--- config.mk ---
export PLATFORM = sky130hd
export DESIGN_NAME = sdmlk_top
export DESIGN_NICKNAME = d
export VERILOG_FILES = /design/src/sdmlk_pkg.sv /design/src/sdmlk_core_if.sv /design/src/sdmlk_top.sv /design/src/sdmlk_modulator.sv /design/src/sdmlk_lock_det.sv
export SDC_FILE = /design/constraint.sdc
export NUM_CORES = 1
export LEC_CHECK = 0
export BUFFER_PORTS_ARGS = -buffer_cell sky130_fd_sc_hd__buf_4
export CAP_MARGIN = 20
export CELL_PAD_IN_SITES_DETAIL_PLACEMENT = 1
export CELL_PAD_IN_SITES_GLOBAL_PLACEMENT = 2
export CORE_ASPECT_RATIO = 0.75
export CORE_MARGIN = 1
export CORE_UTILIZATION = 38
export CTS_CLUSTER_SIZE = 30
export DETAILED_ROUTE_END_ITERATION = 6
export PLACE_DENSITY = 0.83
export SLEW_MARGIN = 25
export SYNTH_ARGS = -nofsm -noshare
export SYNTH_HDL_FRONTEND = slang
export SYNTH_SLANG_ARGS = --single-unit
--- constraint.sdc ---
create_clock -name clock_i -period 8.15 [get_ports clock_i]
set_clock_uncertainty 0.15 [all_clocks]
set_input_delay 1.2225 -clock clock_i [delete_from_list [all_inputs] [get_ports clock_i]]
set_output_delay 1.2225 -clock clock_i [all_outputs]
set_load 0.05 [all_outputs]
--- src/sdmlk_pkg.sv ---
// shared constants, field positions and types of the modulator config and lock detect block
package sdmlk_pkg;

  // ==========================================================
  // register port
  localparam int REG_AW = 5;
  localparam int REG_DW = 24;
  localparam logic [4:0] MCFG_ADDR = 5'h06;
  localparam logic [4:0] LCFG_ADDR = 5'h07;
  localparam logic [23:0] MCFG_RESET = 24'h200B4A;
  localparam logic [23:0] LCFG_RESET = 24'h00014D;

  // ==========================================================
  // modulator_config fields
  localparam int SEED_LSB = 0;
  localparam int ORDER_LSB = 2;
  localparam int BYPASS_BIT = 7;
  localparam int AUTO_SEED_LOAD_BIT = 8;
  localparam int REFDIV_SEL_BIT = 9;
  localparam int DLYCLK_SEL_BIT = 10;
  localparam int CORE_EN_BIT = 11;
  localparam int BIST_EN_BIT = 18;
  localparam int BIST_CYC_LSB = 19;
  localparam int AUTOCLK_BIT = 21;

  // ==========================================================
  // lock_detect_config fields
  localparam int WINCNT_LSB = 0;
  localparam int LD_EN_BIT = 3;
  localparam int WIN_TYPE_BIT = 6;
  localparam int WIN_DUR_LSB = 7;
  localparam int TMR_FREQ_LSB = 10;
  localparam int TMR_TEST_BIT = 12;
  localparam int RELOCK_BIT = 13;

  // ==========================================================
  // seeds and counts
  localparam logic [23:0] SEED_ZERO = 24'h000000;
  localparam logic [23:0] SEED_ONE = 24'h000001;
  localparam logic [23:0] SEED_FIX_A = 24'hB29D08;
  localparam logic [23:0] SEED_FIX_B = 24'h50F1CD;
  localparam logic [15:0] LOCK_CNT_MAX = 16'hFFFF;

  // ==========================================================
  // synchronised pin lanes; the first four are also clock sources
  localparam int PIN_N = 6;
  localparam int PIN_REF = 0;
  localparam int PIN_VCO = 1;
  localparam int PIN_DLY = 2;
  localparam int PIN_AUX = 3;
  localparam int PIN_WIN = 4;
  localparam int PIN_RSTB = 5;

  typedef enum logic [1:0] {
    SDMLK_SRC_REF = 2'h0,
    SDMLK_SRC_VCO = 2'h1,
    SDMLK_SRC_DLY = 2'h2,
    SDMLK_SRC_AUX = 2'h3
  } sdmlk_clk_src_type;

  typedef enum logic [1:0] {
    SDMLK_ORD_FIRST = 2'h0,
    SDMLK_ORD_SECOND = 2'h1,
    SDMLK_ORD_T1B = 2'h2,
    SDMLK_ORD_T2A = 2'h3
  } sdmlk_order_type;

  typedef enum logic {
    SDMLK_LD_IDLE = 1'b0,
    SDMLK_LD_OPEN = 1'b1
  } sdmlk_ld_phase_type;

  function automatic logic [23:0] seed_of(input logic [1:0] code);
    unique case (code)
      2'h0: seed_of = SEED_ZERO;
      2'h1: seed_of = SEED_ONE;
      2'h2: seed_of = SEED_FIX_A;
      2'h3: seed_of = SEED_FIX_B;
    endcase
  endfunction

  function automatic logic [11:0] bist_len(input logic [1:0] code);
    unique case (code)
      2'h0: bist_len = 12'h408;
      2'h1: bist_len = 12'h7FF;
      2'h2: bist_len = 12'hBFF;
      2'h3: bist_len = 12'hFFF;
    endcase
  endfunction

  function automatic logic [15:0] lock_target(input logic [2:0] code);
    unique case (code)
      3'h0: lock_target = 16'h0005;
      3'h1: lock_target = 16'h0020;
      3'h2: lock_target = 16'h0060;
      3'h3: lock_target = 16'h0100;
      3'h4: lock_target = 16'h0200;
      3'h5: lock_target = 16'h0800;
      3'h6: lock_target = 16'h2000;
      3'h7: lock_target = 16'hFFFF;
    endcase
  endfunction

  // window length in timer ticks; zero means the half-cycle window
  function automatic logic [6:0] win_len(input logic [2:0] code);
    unique case (code)
      3'h0: win_len = 7'h00;
      3'h1: win_len = 7'h01;
      3'h2: win_len = 7'h02;
      3'h3: win_len = 7'h04;
      3'h4: win_len = 7'h08;
      3'h5: win_len = 7'h10;
      3'h6: win_len = 7'h20;
      3'h7: win_len = 7'h40;
    endcase
  endfunction

  // timer prescaler terminal value, fastest to slowest
  function automatic logic [2:0] presc_max(input logic [1:0] code);
    unique case (code)
      2'h0: presc_max = 3'h0;
      2'h1: presc_max = 3'h1;
      2'h2: presc_max = 3'h3;
      2'h3: presc_max = 3'h7;
    endcase
  endfunction

endpackage

--- src/sdmlk_core_if.sv ---
// carrier between the top, the modulator and the lock detector
interface sdmlk_core_if;
  import sdmlk_pkg::*;

  // ==========================================================
  // modulator group
  logic step;
  logic clear;
  logic seed_load;
  logic [23:0] seed_value;
  logic [1:0] order;
  logic bypass;
  logic [23:0] frac_value;
  logic [18:0] intg_value;
  logic signed [2:0] offset;
  logic [19:0] div_value;

  // ==========================================================
  // lock detector group
  logic ref_ev;
  logic vco_ev;
  logic win_in;
  logic ld_enable;
  logic [2:0] wincnt_code;
  logic win_digital;
  logic [2:0] win_dur;
  logic [1:0] tmr_freq;
  logic tmr_test;
  logic relock_en;
  logic locked;
  logic relock_req;

  modport top_mp(
    output step, clear, seed_load, seed_value, order, bypass, frac_value, intg_value,
    output ref_ev, vco_ev, win_in, ld_enable, wincnt_code, win_digital, win_dur,
    output tmr_freq, tmr_test, relock_en,
    input offset, div_value, locked, relock_req
  );
  modport mod_mp(
    input step, clear, seed_load, seed_value, order, bypass, frac_value, intg_value,
    output offset, div_value
  );
  modport ld_mp(
    input ref_ev, vco_ev, win_in, ld_enable, wincnt_code, win_digital, win_dur,
    input tmr_freq, tmr_test, relock_en,
    output locked, relock_req
  );
endinterface

--- src/sdmlk_top.sv ---
// modulator configuration, self test and lock detect top
// Overview of operation
// seed code picks zero, lsb, or one of two fixed 24-bit seeds.
// seed writes are stored, loaded only on frequency change with auto seed load.
// order field picks first order, second order, type 1 B, type 2 A.
// bypass set divides by the integer value only, ignoring the modulator.
// bypassed modulator keeps stepping while its reset-release input is high.
// auto seed load reloads seed on each fractional write; else state continues.
// test select chooses VCO divider or reference clock unless overridden.
// clock select bit chooses auxiliary clock or delayed VCO clock.
// frac_core_enable low disables the core, high enables it.
// frac_core_enable picks integer or fractional write as calibration start.
// setting self_test_enable starts the built-in self test.
// self test runs 1032, 2047, 3071 or 4095 reference cycles.
// software clears auto clock config above 50 MHz; bit resets to one.
// lock declared after the programmed number of consecutive in-window comparisons.
// window type picks digital timer or external analog one-shot.
// digital window is half a cycle or 1 to 64 timer cycles.
// two-bit field sets timer clock rate, fastest to slowest.
// timer test bit keeps the timer clock running continuously.
// auto relock makes exactly one relock attempt after lock fails.
// fractional value is a 24-bit unsigned fraction of two to the 24.
// a miss restarts the tally and drops lock status.
module sdmlk_top
  import sdmlk_pkg::*;
(
  // clock and reset
  input wire logic clock_i,
  input wire logic rst_i,
  // register port
  input wire logic reg_wr_i,
  input wire logic [REG_AW-1:0] reg_addr_i,
  input wire logic [REG_DW-1:0] reg_wdata_i,
  output logic [REG_DW-1:0] reg_rdata_o,
  // frequency value writes
  input wire logic [18:0] intg_value_i,
  input wire logic [23:0] frac_value_i,
  input wire logic intg_write_i,
  input wire logic frac_write_i,
  // clocks and analog pins
  input wire logic ref_div_clk_i,
  input wire logic vco_div_clk_i,
  input wire logic vco_dly_clk_i,
  input wire logic aux_clk_i,
  input wire logic analog_win_i,
  input wire logic mod_rstb_i,
  // modulator outputs
  output logic [19:0] div_value_o,
  output logic frac_core_en_o,
  output logic [1:0] mod_clk_src_o,
  output logic cal_start_o,
  // lock detect outputs
  output logic lock_detect_o,
  output logic relock_o,
  // self test outputs
  output logic self_test_busy_o,
  output logic self_test_done_o,
  output logic [15:0] self_test_sig_o
);

  typedef struct packed {
    logic [23:0] mcfg;
    logic [23:0] lcfg;
    logic [23:0] rdata;
    logic [PIN_N-1:0] sync1;
    logic [PIN_N-1:0] sync2;
    logic [3:0] prev;
    sdmlk_clk_src_type clk_src;
    logic bist_en_prev;
    logic bist_busy;
    logic bist_done;
    logic [11:0] bist_cnt;
    logic [15:0] bist_sig;
  } sdmlk_top_state_type;

  sdmlk_top_state_type state_reg, state_next;
  sdmlk_core_if core();
  logic [3:0] rise;
  logic mod_tick;
  logic run;

  // ==========================================================
  // pin edges and modulator clocking
  assign rise = state_reg.sync2[3:0] & ~state_reg.prev;
  assign mod_tick = rise[state_reg.clk_src];
  // bypass does not stop the modulator
  assign run = state_reg.mcfg[CORE_EN_BIT] && state_reg.sync2[PIN_RSTB];

  // ==========================================================
  // state update
  always_comb begin
    state_next = state_reg;
    state_next.sync1 = {mod_rstb_i, analog_win_i, aux_clk_i, vco_dly_clk_i,
                        vco_div_clk_i, ref_div_clk_i};
    state_next.sync2 = state_reg.sync1;
    state_next.prev = state_reg.sync2[3:0];
    if (reg_wr_i && reg_addr_i == MCFG_ADDR) begin
      state_next.mcfg = reg_wdata_i;
    end
    if (reg_wr_i && reg_addr_i == LCFG_ADDR) begin
      state_next.lcfg = reg_wdata_i;
    end
    if (reg_addr_i == MCFG_ADDR) begin
      state_next.rdata = state_reg.mcfg;
    end else if (reg_addr_i == LCFG_ADDR) begin
      state_next.rdata = state_reg.lcfg;
    end else begin
      state_next.rdata = 24'h000000;
    end
    if (state_reg.mcfg[DLYCLK_SEL_BIT] || state_reg.mcfg[AUTOCLK_BIT]) begin
      state_next.clk_src = state_reg.mcfg[DLYCLK_SEL_BIT] ? SDMLK_SRC_DLY
                                                          : SDMLK_SRC_AUX;
    end else begin
      state_next.clk_src = state_reg.mcfg[REFDIV_SEL_BIT] ? SDMLK_SRC_VCO
                                                          : SDMLK_SRC_REF;
    end
    // self test: run length counted in reference divider edges
    state_next.bist_en_prev = state_reg.mcfg[BIST_EN_BIT];
    if (state_reg.mcfg[BIST_EN_BIT] && !state_reg.bist_en_prev) begin
      state_next.bist_busy = 1'b1;
      state_next.bist_done = 1'b0;
      state_next.bist_cnt = bist_len(state_reg.mcfg[BIST_CYC_LSB +: 2]);
      state_next.bist_sig = 16'hFFFF;
    end else if (state_reg.bist_busy) begin
      if (mod_tick && run) begin
        state_next.bist_sig = {state_reg.bist_sig[14:0],
                               state_reg.bist_sig[15] ^ state_reg.bist_sig[13] ^
                               state_reg.bist_sig[12] ^ state_reg.bist_sig[10]}
                              ^ {13'h0000, core.offset};
      end
      if (rise[PIN_REF]) begin
        if (state_reg.bist_cnt == 12'h001) begin
          state_next.bist_busy = 1'b0;
          state_next.bist_done = 1'b1;
        end
        state_next.bist_cnt = state_reg.bist_cnt - 12'h001;
      end
    end else if (!state_reg.mcfg[BIST_EN_BIT]) begin
      state_next.bist_done = 1'b0;
    end
  end

  always_ff @(posedge clock_i or posedge rst_i) begin
    if (rst_i) begin
      state_reg <= '0;
      state_reg.mcfg <= MCFG_RESET;
      state_reg.lcfg <= LCFG_RESET;
      state_reg.clk_src <= SDMLK_SRC_AUX;
    end else begin
      state_reg <= state_next;
    end
  end

  // ==========================================================
  // modulator hookup
  assign core.step = mod_tick && run;
  assign core.clear = !state_reg.sync2[PIN_RSTB];
  assign core.seed_load = frac_write_i && state_reg.mcfg[AUTO_SEED_LOAD_BIT];
  assign core.seed_value = seed_of(state_reg.mcfg[SEED_LSB +: 2]);
  assign core.order = state_reg.mcfg[ORDER_LSB +: 2];
  assign core.bypass = state_reg.mcfg[BYPASS_BIT];
  assign core.frac_value = frac_value_i;
  assign core.intg_value = intg_value_i;

  sdmlk_modulator u_modulator (
    .clock_i(clock_i),
    .rst_i(rst_i),
    .core(core.mod_mp)
  );

  // ==========================================================
  // lock detector hookup
  assign core.ref_ev = rise[PIN_REF];
  assign core.vco_ev = rise[PIN_VCO];
  assign core.win_in = state_reg.sync2[PIN_WIN];
  assign core.ld_enable = state_reg.lcfg[LD_EN_BIT];
  assign core.wincnt_code = state_reg.lcfg[WINCNT_LSB +: 3];
  assign core.win_digital = state_reg.lcfg[WIN_TYPE_BIT];
  assign core.win_dur = state_reg.lcfg[WIN_DUR_LSB +: 3];
  assign core.tmr_freq = state_reg.lcfg[TMR_FREQ_LSB +: 2];
  assign core.tmr_test = state_reg.lcfg[TMR_TEST_BIT];
  assign core.relock_en = state_reg.lcfg[RELOCK_BIT];

  sdmlk_lock_det u_lock_det (
    .clock_i(clock_i),
    .rst_i(rst_i),
    .core(core.ld_mp)
  );

  // ==========================================================
  // outputs
  assign reg_rdata_o = state_reg.rdata;
  assign div_value_o = core.div_value;
  assign frac_core_en_o = state_reg.mcfg[CORE_EN_BIT];
  assign mod_clk_src_o = state_reg.clk_src;
  assign cal_start_o = state_reg.mcfg[CORE_EN_BIT] ? frac_write_i : intg_write_i;
  assign lock_detect_o = core.locked;
  assign relock_o = core.relock_req;
  assign self_test_busy_o = state_reg.bist_busy;
  assign self_test_done_o = state_reg.bist_done;
  assign self_test_sig_o = state_reg.bist_sig;

  // ==========================================================
  // checks
  property p_cal_source;
    @(posedge clock_i) disable iff (rst_i)
    (frac_write_i && !intg_write_i) |-> (cal_start_o == state_reg.mcfg[CORE_EN_BIT]);
  endproperty
  a_cal_source: assert property (p_cal_source)
    else $error("calibration start does not follow core enable");

  property p_bist_start;
    @(posedge clock_i) disable iff (rst_i)
    $rose(state_reg.mcfg[BIST_EN_BIT]) |=> ##1 self_test_busy_o;
  endproperty
  a_bist_start: assert property (p_bist_start)
    else $error("self test did not start");

  property p_bist_len;
    @(posedge clock_i) disable iff (rst_i)
    $rose(self_test_busy_o)
      |-> (state_reg.bist_cnt == bist_len($past(state_reg.mcfg[BIST_CYC_LSB +: 2])));
  endproperty
  a_bist_len: assert property (p_bist_len)
    else $error("self test length does not match the cycle code");

  property p_dly_override;
    @(posedge clock_i) disable iff (rst_i)
    state_reg.mcfg[DLYCLK_SEL_BIT] |=> (mod_clk_src_o == SDMLK_SRC_DLY);
  endproperty
  a_dly_override: assert property (p_dly_override)
    else $error("delayed clock select was not honoured");

  property p_auto_override;
    @(posedge clock_i) disable iff (rst_i)
    (state_reg.mcfg[AUTOCLK_BIT] && !state_reg.mcfg[DLYCLK_SEL_BIT])
      |=> (mod_clk_src_o == SDMLK_SRC_AUX);
  endproperty
  a_auto_override: assert property (p_auto_override)
    else $error("auto clock config did not override the test select");

  c_locked: cover property (@(posedge clock_i) disable iff (rst_i) $rose(lock_detect_o));
  c_relock: cover property (@(posedge clock_i) disable iff (rst_i) relock_o);
  c_bist_done: cover property (@(posedge clock_i) disable iff (rst_i) $rose(self_test_done_o));
  c_seed_load: cover property (@(posedge clock_i) disable iff (rst_i) core.seed_load);

endmodule // sdmlk_top

--- src/sdmlk_modulator.sv ---
// delta-sigma accumulator pair and divide value output
module sdmlk_modulator
  import sdmlk_pkg::*;
(
  // clock and reset
  input wire logic clock_i,
  input wire logic rst_i,
  // core signals
  sdmlk_core_if.mod_mp core
);

  typedef struct packed {
    logic [23:0] acc1;
    logic [23:0] acc2;
    logic c2_prev;
    logic signed [2:0] offset;
    logic [19:0] div;
  } sdmlk_mod_state_type;

  sdmlk_mod_state_type state_reg, state_next;
  logic [24:0] sum1;
  logic [24:0] sum2;

  // ==========================================================
  // accumulators
  always_comb begin
    state_next = state_reg;
    sum1 = {1'b0, state_reg.acc1} + {1'b0, core.frac_value};
    sum2 = {1'b0, state_reg.acc2} + {1'b0, sum1[23:0]};
    if (core.clear) begin
      state_next.acc1 = 24'h000000;
      state_next.acc2 = 24'h000000;
      state_next.c2_prev = 1'b0;
      state_next.offset = 3'sh0;
    end else if (core.seed_load) begin
      state_next.acc1 = core.seed_value;
      state_next.acc2 = 24'h000000;
      state_next.c2_prev = 1'b0;
    end else if (core.step) begin
      state_next.acc1 = sum1[23:0];
      unique case (sdmlk_order_type'(core.order))
        SDMLK_ORD_FIRST, SDMLK_ORD_T1B: begin
          state_next.offset = {2'b00, sum1[24]};
        end
        SDMLK_ORD_SECOND, SDMLK_ORD_T2A: begin
          state_next.acc2 = sum2[23:0];
          state_next.c2_prev = sum2[24];
          state_next.offset = {2'b00, sum1[24]} + {2'b00, sum2[24]} - {2'b00, state_reg.c2_prev};
        end
      endcase
    end
    if (core.bypass) begin
      state_next.div = {1'b0, core.intg_value};
    end else begin
      state_next.div = {1'b0, core.intg_value} + {{17{state_reg.offset[2]}}, state_reg.offset};
    end
  end

  always_ff @(posedge clock_i or posedge rst_i) begin
    if (rst_i) begin
      state_reg <= '0;
    end else begin
      state_reg <= state_next;
    end
  end

  assign core.offset = state_reg.offset;
  assign core.div_value = state_reg.div;

  // ==========================================================
  // checks
  property p_bypass_integer;
    @(posedge clock_i) disable iff (rst_i)
    core.bypass |=> (core.div_value == {1'b0, $past(core.intg_value)});
  endproperty
  a_bypass_integer: assert property (p_bypass_integer)
    else $error("bypass did not give the integer divide value");

  property p_seed_loaded;
    @(posedge clock_i) disable iff (rst_i)
    (core.seed_load && !core.clear) |=> (state_reg.acc1 == $past(core.seed_value));
  endproperty
  a_seed_loaded: assert property (p_seed_loaded)
    else $error("seed was not loaded into the accumulator");

endmodule // sdmlk_modulator

--- src/sdmlk_lock_det.sv ---
// digital lock detector with window timer and single relock
module sdmlk_lock_det
  import sdmlk_pkg::*;
(
  // clock and reset
  input wire logic clock_i,
  input wire logic rst_i,
  // core signals
  sdmlk_core_if.ld_mp core
);

  typedef struct packed {
    sdmlk_ld_phase_type phase;
    logic [2:0] presc;
    logic [6:0] timer;
    logic [15:0] count;
    logic locked;
    logic tried;
    logic relock;
  } sdmlk_ld_state_type;

  sdmlk_ld_state_type state_reg, state_next;
  logic hit;
  logic miss;
  logic tick;
  logic [15:0] cnt_inc;

  always_comb begin
    state_next = state_reg;
    state_next.relock = 1'b0;
    hit = 1'b0;
    miss = 1'b0;
    tick = (state_reg.presc == presc_max(core.tmr_freq));
    cnt_inc = (state_reg.count == LOCK_CNT_MAX) ? LOCK_CNT_MAX : state_reg.count + 16'h0001;
    // prescaler runs only while a window is open, or always in test mode
    if (core.tmr_test || state_reg.phase == SDMLK_LD_OPEN) begin
      state_next.presc = tick ? 3'h0 : state_reg.presc + 3'h1;
    end else begin
      state_next.presc = 3'h0;
    end
    if (!core.ld_enable) begin
      state_next.phase = SDMLK_LD_IDLE;
      state_next.count = 16'h0000;
      state_next.locked = 1'b0;
    end else if (!core.win_digital) begin
      if (core.vco_ev) begin
        hit = core.win_in;
        miss = !core.win_in;
      end
    end else begin
      unique case (state_reg.phase)
        SDMLK_LD_IDLE: begin
          if (core.ref_ev && core.vco_ev) begin
            hit = 1'b1;
          end else if (core.ref_ev || core.vco_ev) begin
            state_next.phase = SDMLK_LD_OPEN;
            state_next.timer = 7'h00;
          end
        end
        SDMLK_LD_OPEN: begin
          if (core.ref_ev || core.vco_ev) begin
            state_next.phase = SDMLK_LD_IDLE;
            hit = (state_reg.timer < win_len(core.win_dur));
            miss = !hit;
          end else if (state_reg.timer >= win_len(core.win_dur)) begin
            state_next.phase = SDMLK_LD_IDLE;
            miss = 1'b1;
          end else if (tick) begin
            state_next.timer = state_reg.timer + 7'h01;
          end
        end
      endcase
    end
    if (hit) begin
      state_next.count = cnt_inc;
      if (cnt_inc >= lock_target(core.wincnt_code)) begin
        state_next.locked = 1'b1;
      end
    end
    if (miss) begin
      state_next.count = 16'h0000;
      state_next.locked = 1'b0;
      if (state_reg.locked && core.relock_en && !state_reg.tried) begin
        state_next.relock = 1'b1;
        state_next.tried = 1'b1;
      end
    end
    if (!core.relock_en) begin
      state_next.tried = 1'b0;
    end
  end

  always_ff @(posedge clock_i or posedge rst_i) begin
    if (rst_i) begin
      state_reg <= '0;
    end else begin
      state_reg <= state_next;
    end
  end

  assign core.locked = state_reg.locked;
  assign core.relock_req = state_reg.relock;

  // ==========================================================
  // checks
  property p_miss_clears;
    @(posedge clock_i) disable iff (rst_i)
    miss |=> (!core.locked && state_reg.count == 16'h0000);
  endproperty
  a_miss_clears: assert property (p_miss_clears)
    else $error("miss did not clear the tally and lock");

  property p_lock_after_count;
    @(posedge clock_i) disable iff (rst_i)
    $rose(core.locked) |-> $past(hit) && (state_reg.count >= lock_target($past(core.wincnt_code)));
  endproperty
  a_lock_after_count: assert property (p_lock_after_count)
    else $error("lock declared before the programmed count");

  property p_single_relock;
    @(posedge clock_i) disable iff (rst_i)
    (state_reg.tried && $past(state_reg.tried)) |-> !core.relock_req;
  endproperty
  a_single_relock: assert property (p_single_relock)
    else $error("second relock attempt issued");

endmodule // sdmlk_lock_det

---- Word-level counts from Yosys, hierarchy flattened ----
Memories as Yosys holds them, arrays and structs flattened.
Cells that the tools add are included.
Widths: inputs -> output; s select.
word-level totals
  memory bits (read-only) ................. 240
  output and inout bits ................... 68
  register bits ........................... 223
  memories kept ........................... 3
  word-level logic and storage cells ...... 181
memories
  name             depth  width  read ports  clocked after Yosys merged registers in  wr ports  line              text
  (no name shown)  8      16     1           0                                        0         sdmlk_pkg.sv:92   unique case (code)
  (no name shown)  8      7      1           0                                        0         sdmlk_pkg.sv:106  unique case (code)
  (no name shown)  8      7      1           0                                        0         sdmlk_pkg.sv:106
cells by class
  reduce and logical (&&, ||, !) cells .... 32
  equal/unequal tests ..................... 33
  add/subtract/negate cells ............... 9
  muxes and demuxes ....................... 69
  order comparisons ....................... 4
  bitwise operators ....................... 7
operator list
  cell                   count
  $mux 52                2
  $pmux 24 s4            1
  $mux 7                 13
  $add 24x24->25         2
  $mux 49                1
  $mux 16                3
  $mux 24                2
  $pmux 12 s4            1
  $mux 17                2
  $mux 30                1
  $mux 28                1
  $mux 1                 26
  $mux 25                1
  $add 19x20->20         1
  $mux 20                1
  $mux 19                1
  $add 16x1->16 const B  1
  $eq 16x16->1 const B   1
  $eq 2x2->1 const B     8
  $ge 16x16->1           1
  $xor 16x3->16          1
  $ne 3x1->1 const B     5
  $mux 14                1
  $pmux 7 s2             1
  34 further kinds       76

---- Depth between registers and ports, before layout ----
  word-level depth ........................ 18
  mapped depth ............................ 22
  depth with buffers taken out ............ 22

---- Modules after synthesis ----
From an unflattened synthesis, not the netlist that was laid out.
second synthesis, totals
  cell total of the unflattened synthesis .. 1,479
  area total of the unflattened synthesis .. 14,209.9 um2
modules (own cells, without submodules)
  module           cells an instance  area each (um2)  instances
  sdmlk_modulator  788                6,520.0          1
  sdmlk_top        413                5,182.5          1
  sdmlk_lock_det   278                2,507.4          1

---- Worst setup path before layout ----
No wires, ideal clock.
  path kind ............................... in2reg
  start ................................... input port frac_value_i[2]
  end ..................................... register u_modulator.state_reg (netlist bit u_modulator.core.offset[1])
  data required time ...................... 7.917 ns
  buffers on the path ..................... 1
  data arrival time ....................... 5.280 ns
  library setup time ...................... 0.083 ns
  stages .................................. 21
  slack ................................... 2.637 ns
  path through ............................ ha_1 -> and3_1 -> a31o_2 -> o211ai_1 -> a21oi_1 -> or3_1 -> and2_1 -> ha_1 -> clkbuf_1 -> a21o_1 -> a2111oi_0 -> o41ai_1 -> a21oi_1 -> nand2_1 -> a21o_1 -> ha_1 -> inv_1 -> ha_1 -> ha_1 -> nand2b_1 -> o21ai_0
on the way
  cells in the longest elaborated chain, start to end .. 8
RTL lines
  element               line                   text
  from (decl)           sdmlk_top.sv:37        input wire logic [23:0] frac_value_i,
  $add 24x24->25 *      sdmlk_modulator.sv:28  sum1 = {1'b0, state_reg.acc1} + {1'b0, core.frac_value};
  $add 24x24->25        sdmlk_modulator.sv:29  sum2 = {1'b0, state_reg.acc2} + {1'b0, sum1[23:0]};
  $add 1x1->2 *         sdmlk_modulator.sv:48  state_next.offset = {2'b00, sum1[24]} + {2'b00, sum2[24]} - {2'b00, state_reg.c2_prev};
  $sub 3x1->3 *         sdmlk_modulator.sv:48
  $pmux 3 s2 *          sdmlk_modulator.sv:41  unique case (sdmlk_order_type'(core.order))
  $mux 52 *             sdmlk_modulator.sv:39  end else if (core.step) begin
  $mux 3 *              sdmlk_modulator.sv:35  end else if (core.seed_load) begin
  $mux 52 *             sdmlk_modulator.sv:30  if (core.clear) begin
  to (signal assigned)  sdmlk_modulator.sv:63  state_reg <= state_next;
  to (decl)             sdmlk_modulator.sv:20  sdmlk_mod_state_type state_reg, state_next;
Every way passes the cells marked *; elsewhere a longest branch is shown, timed or not. The select of a mux whose other input is x is not followed.
A chain may end at the register's enable or synchronous reset.

---- Final worst setup path ----
  start ................................... input port frac_value_i[0]
  end ..................................... register u_modulator.state_reg (netlist bit u_modulator.core.offset[1])
The elaborated chain is that of the path after synthesis.

==> impl_metrics.tcl <==
set metrics [dict create \
    relSlewSlack_pct 41.0 \
    synth-edff-count 0 \
    maxCapViolations 0 \
    cts_hold_buf 0 \
    grt_usage_pct 21.8 \
    grt_overflow 0 \
    cpPeakStageDelay_ns 0.67 \
    antenna_left 0 \
    r2r_start "u_modulator.state_reg[48]" \
    drive_above_1_share_pct 19.6 \
    placed_cells 2026 \
    drc 0 \
    vias_per_cell 5.49 \
    synth-async-reset-ratio_pct 100 \
    yosysSeqAreaShare_pct 39.9 \
    synth_top_flop_cell "dfrtp_1" \
    grt_pass1_wl_mm 66.0 \
    min_from "state_next[38]" \
    hold_viol 0 \
    required_ns 8.47 \
    critPathArrivalTime_ns 6.08 \
    fp-row-count 60 \
    grt_antenna_before_repair 2 \
    die_h_um 168 \
    avgSynthCellArea_um2 9.40 \
    cp-start-kind "input port" \
    finalSetupViolations 0 \
    syn_inst 1491 \
    gp_congestion 0.859 \
    numCtsBuffers 26 \
    tns_ns 0 \
    synth.top_cell.area_share_pct 37.3 \
    die-area_um2 37700 \
    wire_per_inst_um 19.4 \
    powerDensity_nw_per_um2 230 \
    setup_slack_ns 2.38 \
    post-route-util_pct 44.6 \
    finalCriticalPeriod_ns 5.77 \
    grt_max_degree 95 \
    critical_path_buf_inv_count 2 \
    synth.top_cells.by_count "dfrtp_1 (209), nand2_1 (196), a21oi_1 (105), ha_1 (103), nor2_1 (88)" \
    critPathTopFamily "compound AO/OA/AOI/OAI gates" \
    min_period_over_period_pct 70.8 \
    end_kind "flop" \
    setup.worst_path.start "frac_value_i[0]" \
    drt_first_pass_iters 5 \
    tightestPinTransition_ns 0.883 \
    yosys_warnings 0 \
    crit_top_cell "ha_1" \
    fmax_mhz 173 \
    core_area_um2 36100 \
    h-tree-depth 1 \
    nets 1748 \
    setup.worst_path.class "in2reg" \
    routed_wl_mm 40.3 \
    clk_latency_ns 0.55 \
    clkTransAtPathRegs_ns 0.06 \
    cts_resized 0 \
    finalMaxSlewViolations 0 \
    irDropWorstVdd_v 0.000139 \
    synth.most_common_cell "dfrtp_1" \
    cts_tree "done" \
    synth_nets 1680 \
    final_cells 2076 \
    port_buffers 150 \
    synth_area_leaders "dfrtp_1 (37%), ha_1 (9.2%), nand2_1 (5.2%)" \
    clock_sinks 223 \
    die_w_um 224 \
    crit_fanout 6 \
    pin_count 151 \
    dr_total_vias 11400 \
    synth_top_area_cell "dfrtp_1" \
    critPathSlowestCell "a2111oi_0" \
    critical_path.cell_chain "buf_4, ha_1, fa_1, a211oi_2, nor4_1, a211oi_2, a21oi_1, xor2_1, ha_1, nand2_1, o21ai_1, a2111oi_0, o41ai_1, a21oi_1, nand2_1, a21o_1, ha_1, inv_1, ha_1, ha_1, nand2b_1, o21ai_0" \
    hpwl_mm 30.0 \
    areaGrowthSynthToFinish_pct 15.0 \
    p_leak_nw 7.68 \
    cts_root_buffer "clkbuf_16" \
    syn_area_um2 14000 \
    ys_seq_elements 223 \
    ys_types 81 \
    grt_pass1_vias 11800 \
    status "finished clean" \
    rsz0062_at_grt "false" \
    first_iter_violations 658 \
    post_cts_buffers 0 \
    hp-class "reg2reg" \
    dp_slack_ns 1.92 \
    cts_buffer_depth 3 \
    start_util_pct 38.8 \
]
[stage by stage]
step | cell area [um2] | hold slack (ns) | total power, mW
after floorplan | 14000 | 0.181 | 2.17
after global placement | 15100 | 0.184 | 2.41
after detailed placement | 15100 | 0.188 | 2.44
after CTS | 16100 | 0.202 | 3.75
after global routing | 16100 | 0.210 | 3.90
final | 16100 | 0.199 | 3.70
[report_power, final]
part	internal (mW)	leakage, nW	switching, mW
Combinational	0.377	4.40	0.651
Sequential	1.26	2.83	0.140
Clock	0.775	0.451	0.499
Total	2.41	7.68	1.29
[cells by family (layout without fill, tap and decap cells)]
group                      count (synthesis)  after routing  share of synthesized area (%)
other                                      0              1                              0
and+or+nand+nor                          479            479                           16.1
AOI/OAI and AO/OA                        370            370                           17.2
muxes                                     89             89                           6.94
xor gates and xnor gates                  68             68                           4.25
buffers and inverters                    156            244                           5.95
adders and majority gates                106            106                           9.62
DFF                                      223            223                           39.9
[cells in the final DEF, fill, tap and decap left out, types with 33 or more instances in the layout]
| master | netlist | routed |
|---|---|---|
| nor2_1 | 88 | 88 |
| buf_4 | 62 | 160 |
| ha_1 | 103 | 103 |
| dfrtp_1 | 209 | 209 |
| nand3_1 | 46 | 46 |
| a21o_1 | 43 | 43 |
| mux2i_1 | 33 | 33 |
| mux2_2 | 55 | 55 |
| xnor2_1 | 39 | 39 |
| a21oi_1 | 105 | 105 |
| o21ai_0 | 80 | 79 |
| nand2_1 | 196 | 196 |
[path summary, 6_finish.rpt]
check	end	slack, ns	cells after the start
worst max-delay path	u_modulator.core.offset[1]	2.38	22
worst min-delay path	state_next[34]	0.20	0
worst max register to register	u_modulator.core.offset[1]	2.80	21
worst min register to register	state_next[34]	0.20	0
max in group asynchronous	u_modulator.state_reg[26]	5.90	3
min in group asynchronous	reg_rdata_o[22]	0.60	2
[final cells by class]
class / count / area (um2)
inverter: 35 / 139
clock inverter: 17 / 239
timing repair buffer: 161 / 1230
fill: 4084 / 20000
multi-input combinational: 1112 / 7580
tap: 496 / 621
antenna: 1 / 2.50
clock buffer: 31 / 699
sequential: 223 / 5600
[per-layer routing]
layer / GRT usage, % / vias up / wire length (um)
met5: 0 / - / 0
met4: 5.03 / 0 / 858
met3: 3.19 / 50 / 1430
met2: 33.9 / 177 / 17900
met1: 31.8 / 5735 / 20100
li1: - / 5445 / -
Note: power is estimated with default switching activity, not from simulation.
